$ cat config.mk
export PLATFORM = sky130hd
export DESIGN_NAME = tpc_top
export DESIGN_NICKNAME = d
export VERILOG_FILES = /design/src/inc/tpc_pkg.sv /design/src/hw/tpc_top.sv
export SDC_FILE = /design/constraint.sdc
export NUM_CORES = 1
export LEC_CHECK = 0
export BUFFER_PORTS_ARGS = -buffer_cell sky130_fd_sc_hd__clkbuf_2
export CAP_MARGIN = 20
export CORE_ASPECT_RATIO = 0.7
export CORE_MARGIN = 8
export CORE_UTILIZATION = 44
export DETAILED_ROUTE_END_ITERATION = 8
export PLACE_DENSITY_LB_ADDON = 0.05
export SYNTH_ARGS = -nofsm -noshare
export SYNTH_HDL_FRONTEND = slang
export SYNTH_SLANG_ARGS = --single-unit
$ cat constraint.sdc
create_clock -name mclk -period 2.3 [get_ports mclk]
set_input_delay 0.46 -clock mclk [delete_from_list [all_inputs] [get_ports mclk]]
set_output_delay 0.46 -clock mclk [all_outputs]
set_load 0.01 [all_outputs]
$ cat src/inc/tpc_pkg.sv
// Constants and types for the timer prescaler control block
package tpc_pkg;

  // ----------------------------------------------------------------
  // Bus and register map
  // ----------------------------------------------------------------
  localparam int          TPC_DW      = 32;
  localparam logic [11:0] TPC_TDR_IDX = 12'h008;
  localparam logic [11:0] TPC_TCR_IDX = 12'h009;
  localparam logic [11:0] TPC_OPT_IDX = 12'h784;

  localparam logic [1:0]  TPC_SEL_NONE = 2'h0;
  localparam logic [1:0]  TPC_SEL_TDR  = 2'h1;
  localparam logic [1:0]  TPC_SEL_TCR  = 2'h2;
  localparam logic [1:0]  TPC_SEL_OPT  = 2'h3;

  // ----------------------------------------------------------------
  // Field positions
  // ----------------------------------------------------------------
  localparam int TPC_B_IRQ    = 7;
  localparam int TPC_B_MASK   = 6;
  localparam int TPC_B_SRC    = 5;
  localparam int TPC_B_GATE   = 4;
  localparam int TPC_B_PSC    = 3;
  localparam int TPC_B_LEGACY = 6;

  // ----------------------------------------------------------------
  // Reset values and counts
  // ----------------------------------------------------------------
  localparam logic [7:0] TPC_OPT_RESET = 8'h00;
  localparam logic [7:0] TPC_TDR_RESET = 8'hFF;
  localparam logic [2:0] TPC_SEL_RESET = 3'h0;
  localparam logic [6:0] TPC_PRE_RESET = 7'h00;
  localparam logic [1:0] TPC_PH2_LAST  = 2'h3;
  localparam logic [5:0] TPC_HIDDEN    = 6'h3F;

  typedef enum logic {
    TPC_LOAD,
    TPC_RUN
  } tpc_state_t;

  typedef struct packed {
    tpc_state_t  st;
    logic [7:0]  opt;
    logic        irq;
    logic        mask;
    logic        src;
    logic        gate;
    logic [2:0]  sel;
    logic [6:0]  pre;
    logic [7:0]  tdr;
    logic [1:0]  ph2;
    logic        pin_d;
    logic        wr_pend;
    logic [1:0]  wr_reg;
    logic [31:0] rdata;
  } tpc_regs_t;

endpackage

$ cat src/hw/tpc_top.sv
// Timer control register, option byte, prescaler and timer data counter
//
// Notes on behaviour
// RQ1: Counter reaching zero sets request flag.
// RQ2: Reset or software zero write clears flag.
// RQ3: Interrupt out is flag unless masked.
// RQ4: Mask bit blocks; reset sets, software clears.
// RQ5: Source bit picks count pin or internal.
// RQ6: Source and gate bits pick clock mode.
// RQ7: Legacy layout holds gate enable at one.
// RQ8: Prescaler clear pulses; reads zero when programmable.
// RQ9: Legacy: clear reads one, writes ignored.
// RQ10: Select n divides by two to n.
// RQ11: Software clears prescaler when changing select.
// RQ12: Legacy exposes only flag and mask.
// RQ13: Legacy takes source and divide from option.
// RQ14: Programmable layout loads fields from option.
// RQ15: Option bit five selects count source.
// RQ16: Option low bits encode prescaler division.
// RQ17: Blank option byte means programmable, zeros.
// RQ18: Option bit six selects register layout.
// RQ19: Prescaler tap pulse decrements counter.
//
// The implementer's own choice: register access over AHB-Lite.
`timescale 1ns/1ps
module tpc_top (
  // Clock and reset
  input  wire logic                      mclk,
  input  wire logic                      rst_n,
  // AHB-Lite slave
  input  wire logic                      hsel,
  input  wire logic [31:0]               haddr,
  input  wire logic [1:0]                htrans,
  input  wire logic                      hwrite,
  input  wire logic [2:0]                hsize,
  input  wire logic [tpc_pkg::TPC_DW-1:0] hwdata,
  input  wire logic                      hready,
  output      logic                      hreadyout,
  output      logic [tpc_pkg::TPC_DW-1:0] hrdata,
  output      logic                      hresp,
  // Count pin and option straps
  input  wire logic                      count_pin,
  input  wire logic [7:0]                option_pins,
  // Interrupt to processor
  output      logic                      timer_irq
);
  import tpc_pkg::*;

  tpc_regs_t  r;
  tpc_regs_t  n;

  logic       acc;
  logic [1:0] sel_a;
  logic       legacy;
  logic       src_e;
  logic       gate_e;
  logic [2:0] sel_e;
  logic       tick;
  logic       ev;
  logic [6:0] lowm;
  logic       tap;
  logic       wr_tcr;
  logic       wr_tdr;
  logic       psc_clr;
  logic       set_irq;
  logic [7:0] rd_tcr;
  logic [7:0] rd_mux;

  // ----------------------------------------------------------------
  // Next state
  // ----------------------------------------------------------------
  always_comb begin
    n = r;

    // Address phase decode
    acc   = hsel && htrans[1] && hready;
    sel_a = TPC_SEL_NONE;
    if (haddr[31:14] == 18'h00000 && haddr[1:0] == 2'h0) begin
      case (haddr[13:2])
        TPC_TDR_IDX: sel_a = TPC_SEL_TDR;
        TPC_TCR_IDX: sel_a = TPC_SEL_TCR;
        TPC_OPT_IDX: sel_a = TPC_SEL_OPT;
        default:     sel_a = TPC_SEL_NONE;
      endcase
    end
    n.wr_pend = acc && hwrite;
    n.wr_reg  = sel_a;

    // Data phase writes
    wr_tcr = r.wr_pend && r.wr_reg == TPC_SEL_TCR;
    wr_tdr = r.wr_pend && r.wr_reg == TPC_SEL_TDR;

    // Effective clock controls
    legacy = r.opt[TPC_B_LEGACY];                         // RQ18
    src_e  = legacy ? r.opt[TPC_B_SRC] : r.src;           // RQ13 RQ15
    gate_e = legacy ? 1'b1 : r.gate;                      // RQ7
    sel_e  = legacy ? r.opt[2:0] : r.sel;                 // RQ13 RQ16

    // Internal clock is a one-in-four tick
    tick  = r.ph2 == TPC_PH2_LAST;
    n.ph2 = r.ph2 + 2'h1;
    n.pin_d = count_pin;

    case ({src_e, gate_e})                                // RQ5 RQ6
      2'b00:   ev = tick;
      2'b01:   ev = tick && count_pin;
      2'b10:   ev = 1'b0;
      2'b11:   ev = count_pin && !r.pin_d;
      default: ev = 1'b0;
    endcase

    // Prescaler: tap when the low sel bits roll over
    psc_clr = wr_tcr && hwdata[TPC_B_PSC] && !legacy;     // RQ8 RQ9 RQ11
    lowm    = ~(7'h7F << sel_e);                          // RQ10
    tap     = ev && !psc_clr && (&(r.pre | ~lowm));       // RQ10
    if (psc_clr) begin
      n.pre = TPC_PRE_RESET;                              // RQ8
    end else if (ev) begin
      n.pre = r.pre + 7'h01;
    end

    // Timer data counter
    set_irq = tap && !wr_tdr && r.tdr == 8'h01;           // RQ1
    if (wr_tdr) begin
      n.tdr = hwdata[7:0];
    end else if (tap) begin
      n.tdr = r.tdr - 8'h01;                              // RQ19
    end

    // Control register writes
    if (wr_tcr) begin
      if (!hwdata[TPC_B_IRQ]) begin
        n.irq = 1'b0;                                     // RQ2
      end
      n.mask = hwdata[TPC_B_MASK];                        // RQ4
      if (!legacy) begin
        n.src  = hwdata[TPC_B_SRC];
        n.gate = hwdata[TPC_B_GATE];
        n.sel  = hwdata[2:0];
      end
    end
    if (set_irq) begin
      n.irq = 1'b1;                                       // RQ1
    end

    // Option capture after reset release
    case (r.st)
      TPC_LOAD: begin
        n.opt = option_pins;                              // RQ17
        if (!option_pins[TPC_B_LEGACY]) begin
          n.src  = option_pins[TPC_B_SRC];                // RQ14
          n.gate = option_pins[TPC_B_GATE];               // RQ14
          n.sel  = option_pins[2:0];                      // RQ14
        end
        n.st = TPC_RUN;
      end
      TPC_RUN: n.st = TPC_RUN;
      default: n.st = TPC_LOAD;
    endcase

    // Read data from post-write values
    if (legacy) begin
      rd_tcr = {n.irq, n.mask, TPC_HIDDEN};               // RQ9 RQ12
    end else begin
      rd_tcr = {n.irq, n.mask, n.src, n.gate, 1'b0, n.sel}; // RQ8
    end
    case (sel_a)
      TPC_SEL_TDR: rd_mux = n.tdr;
      TPC_SEL_TCR: rd_mux = rd_tcr;
      TPC_SEL_OPT: rd_mux = n.opt;
      default:     rd_mux = 8'h00;
    endcase
    if (acc && !hwrite) begin
      n.rdata = {24'h000000, rd_mux};
    end
  end

  // ----------------------------------------------------------------
  // State register
  // ----------------------------------------------------------------
  always_ff @(posedge mclk or negedge rst_n) begin
    if (!rst_n) begin
      r.st      <= TPC_LOAD;
      r.opt     <= TPC_OPT_RESET;
      r.irq     <= 1'b0;                                  // RQ2
      r.mask    <= 1'b1;                                  // RQ4
      r.src     <= 1'b0;
      r.gate    <= 1'b0;
      r.sel     <= TPC_SEL_RESET;
      r.pre     <= TPC_PRE_RESET;
      r.tdr     <= TPC_TDR_RESET;
      r.ph2     <= 2'h0;
      r.pin_d   <= 1'b0;
      r.wr_pend <= 1'b0;
      r.wr_reg  <= TPC_SEL_NONE;
      r.rdata   <= 32'h00000000;
    end else begin
      r <= n;
    end
  end

  // ----------------------------------------------------------------
  // Outputs
  // ----------------------------------------------------------------
  assign hreadyout = 1'b1;
  assign hresp     = 1'b0;
  assign hrdata    = r.rdata;
  assign timer_irq = r.irq && !r.mask;                    // RQ3
endmodule

Yosys cells after proc, flatten, opt, wreduce, memory -nomap -nowiden. Index checks and enable logic that the tools add are counted.

Register bits: 45.

Muxes and demuxes: 19. Bitwise operators: 3. Eq/ne operators: 13. Add/sub/neg operators: 3. Shift operators: 1. Reductions and logical operators: 27.

Operators with widths (count): $eq A12 B4 Y1 const B (2); $mux W8 (3); $pmux W8 S3 (1); $mux W7 (3); $logic_not A18 Y1 (1); $logic_and A1 B1 Y1 (16); $mux W5 (3); $not A7 Y7 (2); $eq A12 B11 Y1 const B (1); $eq A2 B2 Y1 const B (6); $eq A8 B1 Y1 const B (1); $sub A8 B1 Y8 const B (1); $add A7 B1 Y7 const B (1); $or A7 B7 Y7 (1); $reduce_and A7 Y1 (1); $shl A7 B3 Y7 const A (1); $eq A2 B1 Y1 const B (3); $logic_not A1 Y1 (6); $mux W6 (1); $pmux W2 S3 (1); $logic_not A2 Y1 (2); $mux W1 (4); $pmux W1 S4 (1); $mux W3 (1); 3 further kinds (3).

Logic depth before layout (Yosys ltp).
Word-level depth: 11. Mapped depth: 10. Depth with buffers taken out: 9.

Least setup slack after synthesis. OpenSTA, ideal clock, no wires.

Path kind: input to register. From: input haddr[7]. To: register r (netlist bit hrdata[1]). Arrival: 2212 ps. Setup time: 88 ps. Buffers on the path: 0. Setup slack: 1 ps. Stages on the path: 7. Path through: or4_1 or3_4 a21oi_4 nand2_2 nor4_4 a22oi_1 o211ai_1.

Cells in the longest elaborated chain, start to end: 5.

Ends and longest elaborated chain: from (decl) (line tpc_top.sv:32) `input wire logic [31:0] haddr,`; $eq A12 B11 Y1 / $eq A12 B4 Y1 (equally long branches) (line tpc_top.sv:79) `case (haddr[13:2])`; $pmux W2 S3 (*) (line tpc_top.sv:79); $mux W2 (*) (line tpc_top.sv:78) `if (haddr[31:14] == 18'h00000 && haddr[1:0] == 2'h0) begin`; $eq A2 B2 Y1 / $eq A2 B1 Y1 (equally long branches) (line tpc_top.sv:167) `case (sel_a)`; $pmux W8 S3 (*) (line tpc_top.sv:167); to (signal assigned) (line tpc_top.sv:198) `r <= n;`; to (decl) (line tpc_top.sv:49) `tpc_regs_t r;`.

Mark *: on every way between the ends. The rest lies on a longest branch, timed or not. A chain may end at the register's enable or synchronous reset.

==> metrics.txt <==
# TYPE chip_impl_metric gauge
chip_impl_info{name="outcome",value="finished, violations left"} 1
chip_impl_info{name="violations",value="setup timing"} 1
chip_impl_metric{name="post_synth_instance_area",unit="sq um"} 2820
chip_impl_metric{name="grt_start_max_net_pins",unit=""} 20
chip_impl_metric{name="1st_iter_drt_viols",unit=""} 80
chip_impl_metric{name="placed_cells_incl_taps",unit=""} 434
chip_impl_metric{name="layout.filler_cells",unit=""} 581
chip_impl_metric{name="synth_enable_flop_cells",unit=""} 0
chip_impl_metric{name="place.port_buffers",unit=""} 63
chip_impl_metric{name="place_hpwl",unit="um"} 6000
chip_impl_metric{name="layout.area.seq",unit="sq um"} 1140
chip_impl_metric{name="multi_input_comb_area",unit="sq um"} 1540
chip_impl_metric{name="hold_violations",unit=""} 0
chip_impl_metric{name="worst_skew_pair.late_latency",unit="ns"} 0.30
chip_impl_metric{name="tightestPinTransition",unit="ns"} 0.558
chip_impl_metric{name="detail_route.first_pass.iterations",unit=""} 4
chip_impl_info{name="hold_class",value="primary input to asynchronous set/reset pin"} 1
chip_impl_metric{name="netlist.area_leader.share",unit="%"} 32.0
chip_impl_metric{name="io_pins",unit=""} 118
chip_impl_metric{name="netSwitchingFraction",unit="%"} 32.5
chip_impl_metric{name="stdcell_count",unit=""} 444
chip_impl_metric{name="overflow",unit=""} 0
chip_impl_info{name="synth.largest_area_cell",value="dfrtp_1"} 1
chip_impl_info{name="clockRootBuffer",value="clkbuf_8"} 1
chip_impl_metric{name="worst_ep_required_time",unit="ns"} 2.54
chip_impl_metric{name="finalWorstPathRequiredPeriod",unit="ns"} 2.34
chip_impl_metric{name="min_period_over_period",unit="%"} 102
chip_impl_metric{name="drive_above_1_share",unit="%"} 39.9
chip_impl_metric{name="cts.sink_count",unit=""} 45
chip_impl_metric{name="synth.yosys.seq_area_share",unit="%"} 40.4
chip_impl_metric{name="placeableCoreArea",unit="sq um"} 6220
chip_impl_metric{name="synth-async-reset-ratio",unit="%"} 100
chip_impl_metric{name="wl_per_cell",unit="um"} 16.7
chip_impl_metric{name="gp_routability_congestion",unit=""} 0.792
chip_impl_metric{name="initial_antenna_violation_count",unit=""} 0
chip_impl_info{name="layout.cells.most_common_list",value="63 x clkbuf_2, 35 x dfrtp_1, 29 x buf_4"} 1
chip_impl_metric{name="final-setup-viol-count",unit=""} 4
chip_impl_metric{name="power_density",unit="nW/um^2"} 606
chip_impl_info{name="layout_commonest_cell",value="clkbuf_2"} 1
chip_impl_metric{name="synthDistinctLibCells",unit=""} 58
chip_impl_metric{name="grt_first_pass_wirelength",unit="um"} 12200
chip_impl_metric{name="ant_nets",unit=""} 0
chip_impl_metric{name="std_cell_rows",unit=""} 24
chip_impl_metric{name="internal_power",unit="W"} 0.00141
chip_impl_metric{name="post-place-ws",unit="ns"} -0.231
chip_impl_info{name="synthTopCellsByArea",value="dfrtp_1 32%, buf_4 9.1%, dfstp_2 8.4%"} 1
chip_impl_info{name="tritoncts_clock_tree",value="yes"} 1
chip_impl_info{name="cp-start-kind",value="flip-flop"} 1
chip_impl_metric{name="final_nets",unit=""} 452
chip_impl_metric{name="drc_errors",unit=""} 0
chip_impl_info{name="rsz0062_at_grt",value="true"} 1
chip_impl_metric{name="share_clk_of_total_power",unit="%"} 24.7
chip_impl_metric{name="dieArea",unit="sq um"} 9260
chip_impl_metric{name="wirelength",unit="um"} 7420
chip_impl_metric{name="postSynthRegisterBits",unit=""} 45
chip_impl_metric{name="post-route-worst-setup-slack",unit="ns"} -0.0354
chip_impl_metric{name="max-vdd-ir-drop",unit="mV"} 0.267
chip_impl_metric{name="drt-vias-per-instance",unit=""} 5.17
chip_impl_metric{name="timing.critical_path.fanout_max",unit=""} 5
chip_impl_metric{name="max_clock_freq",unit="MHz"} 428
chip_impl_metric{name="clock_skew",unit="ns"} 0.00650
chip_impl_metric{name="power.sequential.fraction",unit="%"} 49.8
chip_impl_metric{name="syn2layout_area_growth",unit="%"} 22.0
chip_impl_info{name="predominant_post_synthesis_flop_cell",value="dfrtp_1"} 1
chip_impl_metric{name="diodes",unit=""} 0
chip_impl_metric{name="cts_max_level",unit=""} 2
chip_impl_metric{name="max_cap_viol_count",unit=""} 0
chip_impl_metric{name="syn-instance-count",unit=""} 283
chip_impl_metric{name="worst_ep_arrival_time",unit="ns"} 2.57
chip_impl_metric{name="grt_util_all_layers",unit="%"} 16.0
chip_impl_metric{name="syn_avg_cell_area",unit="sq um"} 9.96
chip_impl_metric{name="p_leak",unit="nW"} 1.58
chip_impl_metric{name="comb_power_share",unit="%"} 25.6
chip_impl_metric{name="clkTransAtPathRegs",unit="ns"} 0.09
chip_impl_metric{name="die_w",unit="um"} 112
chip_impl_metric{name="vias",unit=""} 2296
chip_impl_metric{name="maximum_clock_path_buffer_count",unit=""} 2
chip_impl_metric{name="die_h",unit="um"} 83.0
chip_impl_metric{name="max-slew-margin-rel",unit="%"} 62.6
chip_impl_metric{name="power.switching",unit="W"} 0.000678
chip_impl_metric{name="initial_utilization",unit="%"} 45.3
chip_impl_info{name="critPathKind",value="flip-flop to flip-flop"} 1
chip_impl_metric{name="first_global_vias",unit=""} 2461
chip_impl_info{name="cp-end-kind",value="flip-flop"} 1
chip_impl_metric{name="cts_hold_buffers",unit=""} 0
chip_impl_metric{name="cts-buffers-inserted",unit=""} 5
chip_impl_metric{name="finalMaxSlewViolations",unit=""} 0
chip_impl_metric{name="yosysWarningCount",unit=""} 0
[layout make-up]
cell class | count | area share (%)
Multi-Input combinational cell | 213 | 44.8
Sequential cell | 45 | 33.1
Timing Repair Buffer | 93 | 15.8
Tap cell | 78 | 2.84
Inverter | 7 | 0.764
Clock inverter | 2 | 0.255
Clock buffer | 6 | 2.40
[power groups by stage]
stage,combinational [W],sequential [W],clock (W)
floorplan,0.000390,0.000994,0
finish,0.000533,0.00104,0.000514
global route,0.000591,0.00105,0.000563
global placement,0.000483,0.00103,0
detailed placement,0.000498,0.00104,0
CTS,0.000508,0.00103,0.000531
[per-layer routing]
| layer | up-vias | GRT usage, % | share of wire, % |
|---|---|---|---|
| met2 | 87 | 23.9 | 41 |
| met5 | - | 0 | 0 |
| met4 | 0 | 2.47 | 0.40 |
| met1 | 1094 | 21.9 | 50 |
| met3 | 3 | 5.92 | 8.6 |
| li1 | 1112 | - | - |
[worst max-delay path, stage by stage (launching register included)]
cell       delay, ns
dfrtp_2         0.47
buf_4           0.16
mux2_4          0.32
a21oi_2         0.15
a311oi_2        0.08
a2111oi_4       0.37
buf_4           0.22
nand4b_1        0.10
o211ai_1        0.20
a211o_1         0.19
[synthesized netlist by cell type (all sizes together) (3+ instances only)]
master  instances
a21oi          10
a22oi           3
buf            37
clkbuf          6
dfrtp          36
dfstp           9
ha              4
inv             7
mux2           13
mux2i          13
nand2          15
nand2b          4
nand3           9
nand3b          4
nand4           5
nand4b          3
nor2           23
nor2b           7
nor4            7
o211ai          9
o21ai          13
or3             5
xnor2           4
xor2            8
[state kept, by name, indices dropped and copies added, names as in the netlist]
| register | cells |
|---|---|
| legacy | 1 |
| r | 36 |
| hrdata | 8 |
[path summary, 6_finish.rpt]
kind / startpoint / to / slack, ns / cells after the start
worst max-delay path: legacy / hrdata[2] / -0.04 / 9
worst min-delay path: rst_n / r[47] / 0.1 / 1
worst max register to register: legacy / hrdata[2] / -0.04 / 9
worst min register to register: r[36] / r[36] / 0.45 / 1
max in group asynchronous: rst_n / r[38] / 1.53 / 2
min in group mclk: count_pin / r[35] / 0.30 / 1
[cell families after synthesis]
kind of cell | Yosys count | synth area share [%]
muxes | 26 | 10.1
xor gates and xnor gates | 12 | 3.73
buffers and inverters | 50 | 11.5
and+or+nand+nor | 94 | 19.1
AOI/OAI and AO/OA | 50 | 13.1
other | 2 | 0.267
adders and majority gates | 4 | 1.78
DFF | 45 | 40.4
[timing repair]
action                                  CTS  global route
resized for setup                         6            14
endpoints found under the setup margin   10            15
pin swaps                                 2            11
setup buffers                             1             0
gates cloned                              1             0
[stage by stage]
step | setup TNS [ns] | hold WS, ns | utilization (%) | cell area (sq um) | power (W)
floorplan | 0 | 0.164 | - | 2910 | 0.00138
CTS | -0.214 | 0.112 | 54.1 | 3360 | 0.00207
finish | -0.0917 | 0.0974 | 55.3 | 3440 | 0.00208
detailed placement | -1.24 | 0.437 | 52.1 | 3240 | 0.00154
global placement | -1.03 | 0.416 | 52.1 | 3240 | 0.00152
global route | -1.11 | 0.136 | 55.3 | 3440 | 0.00221
Note: power is estimated with default switching activity, not from simulation.
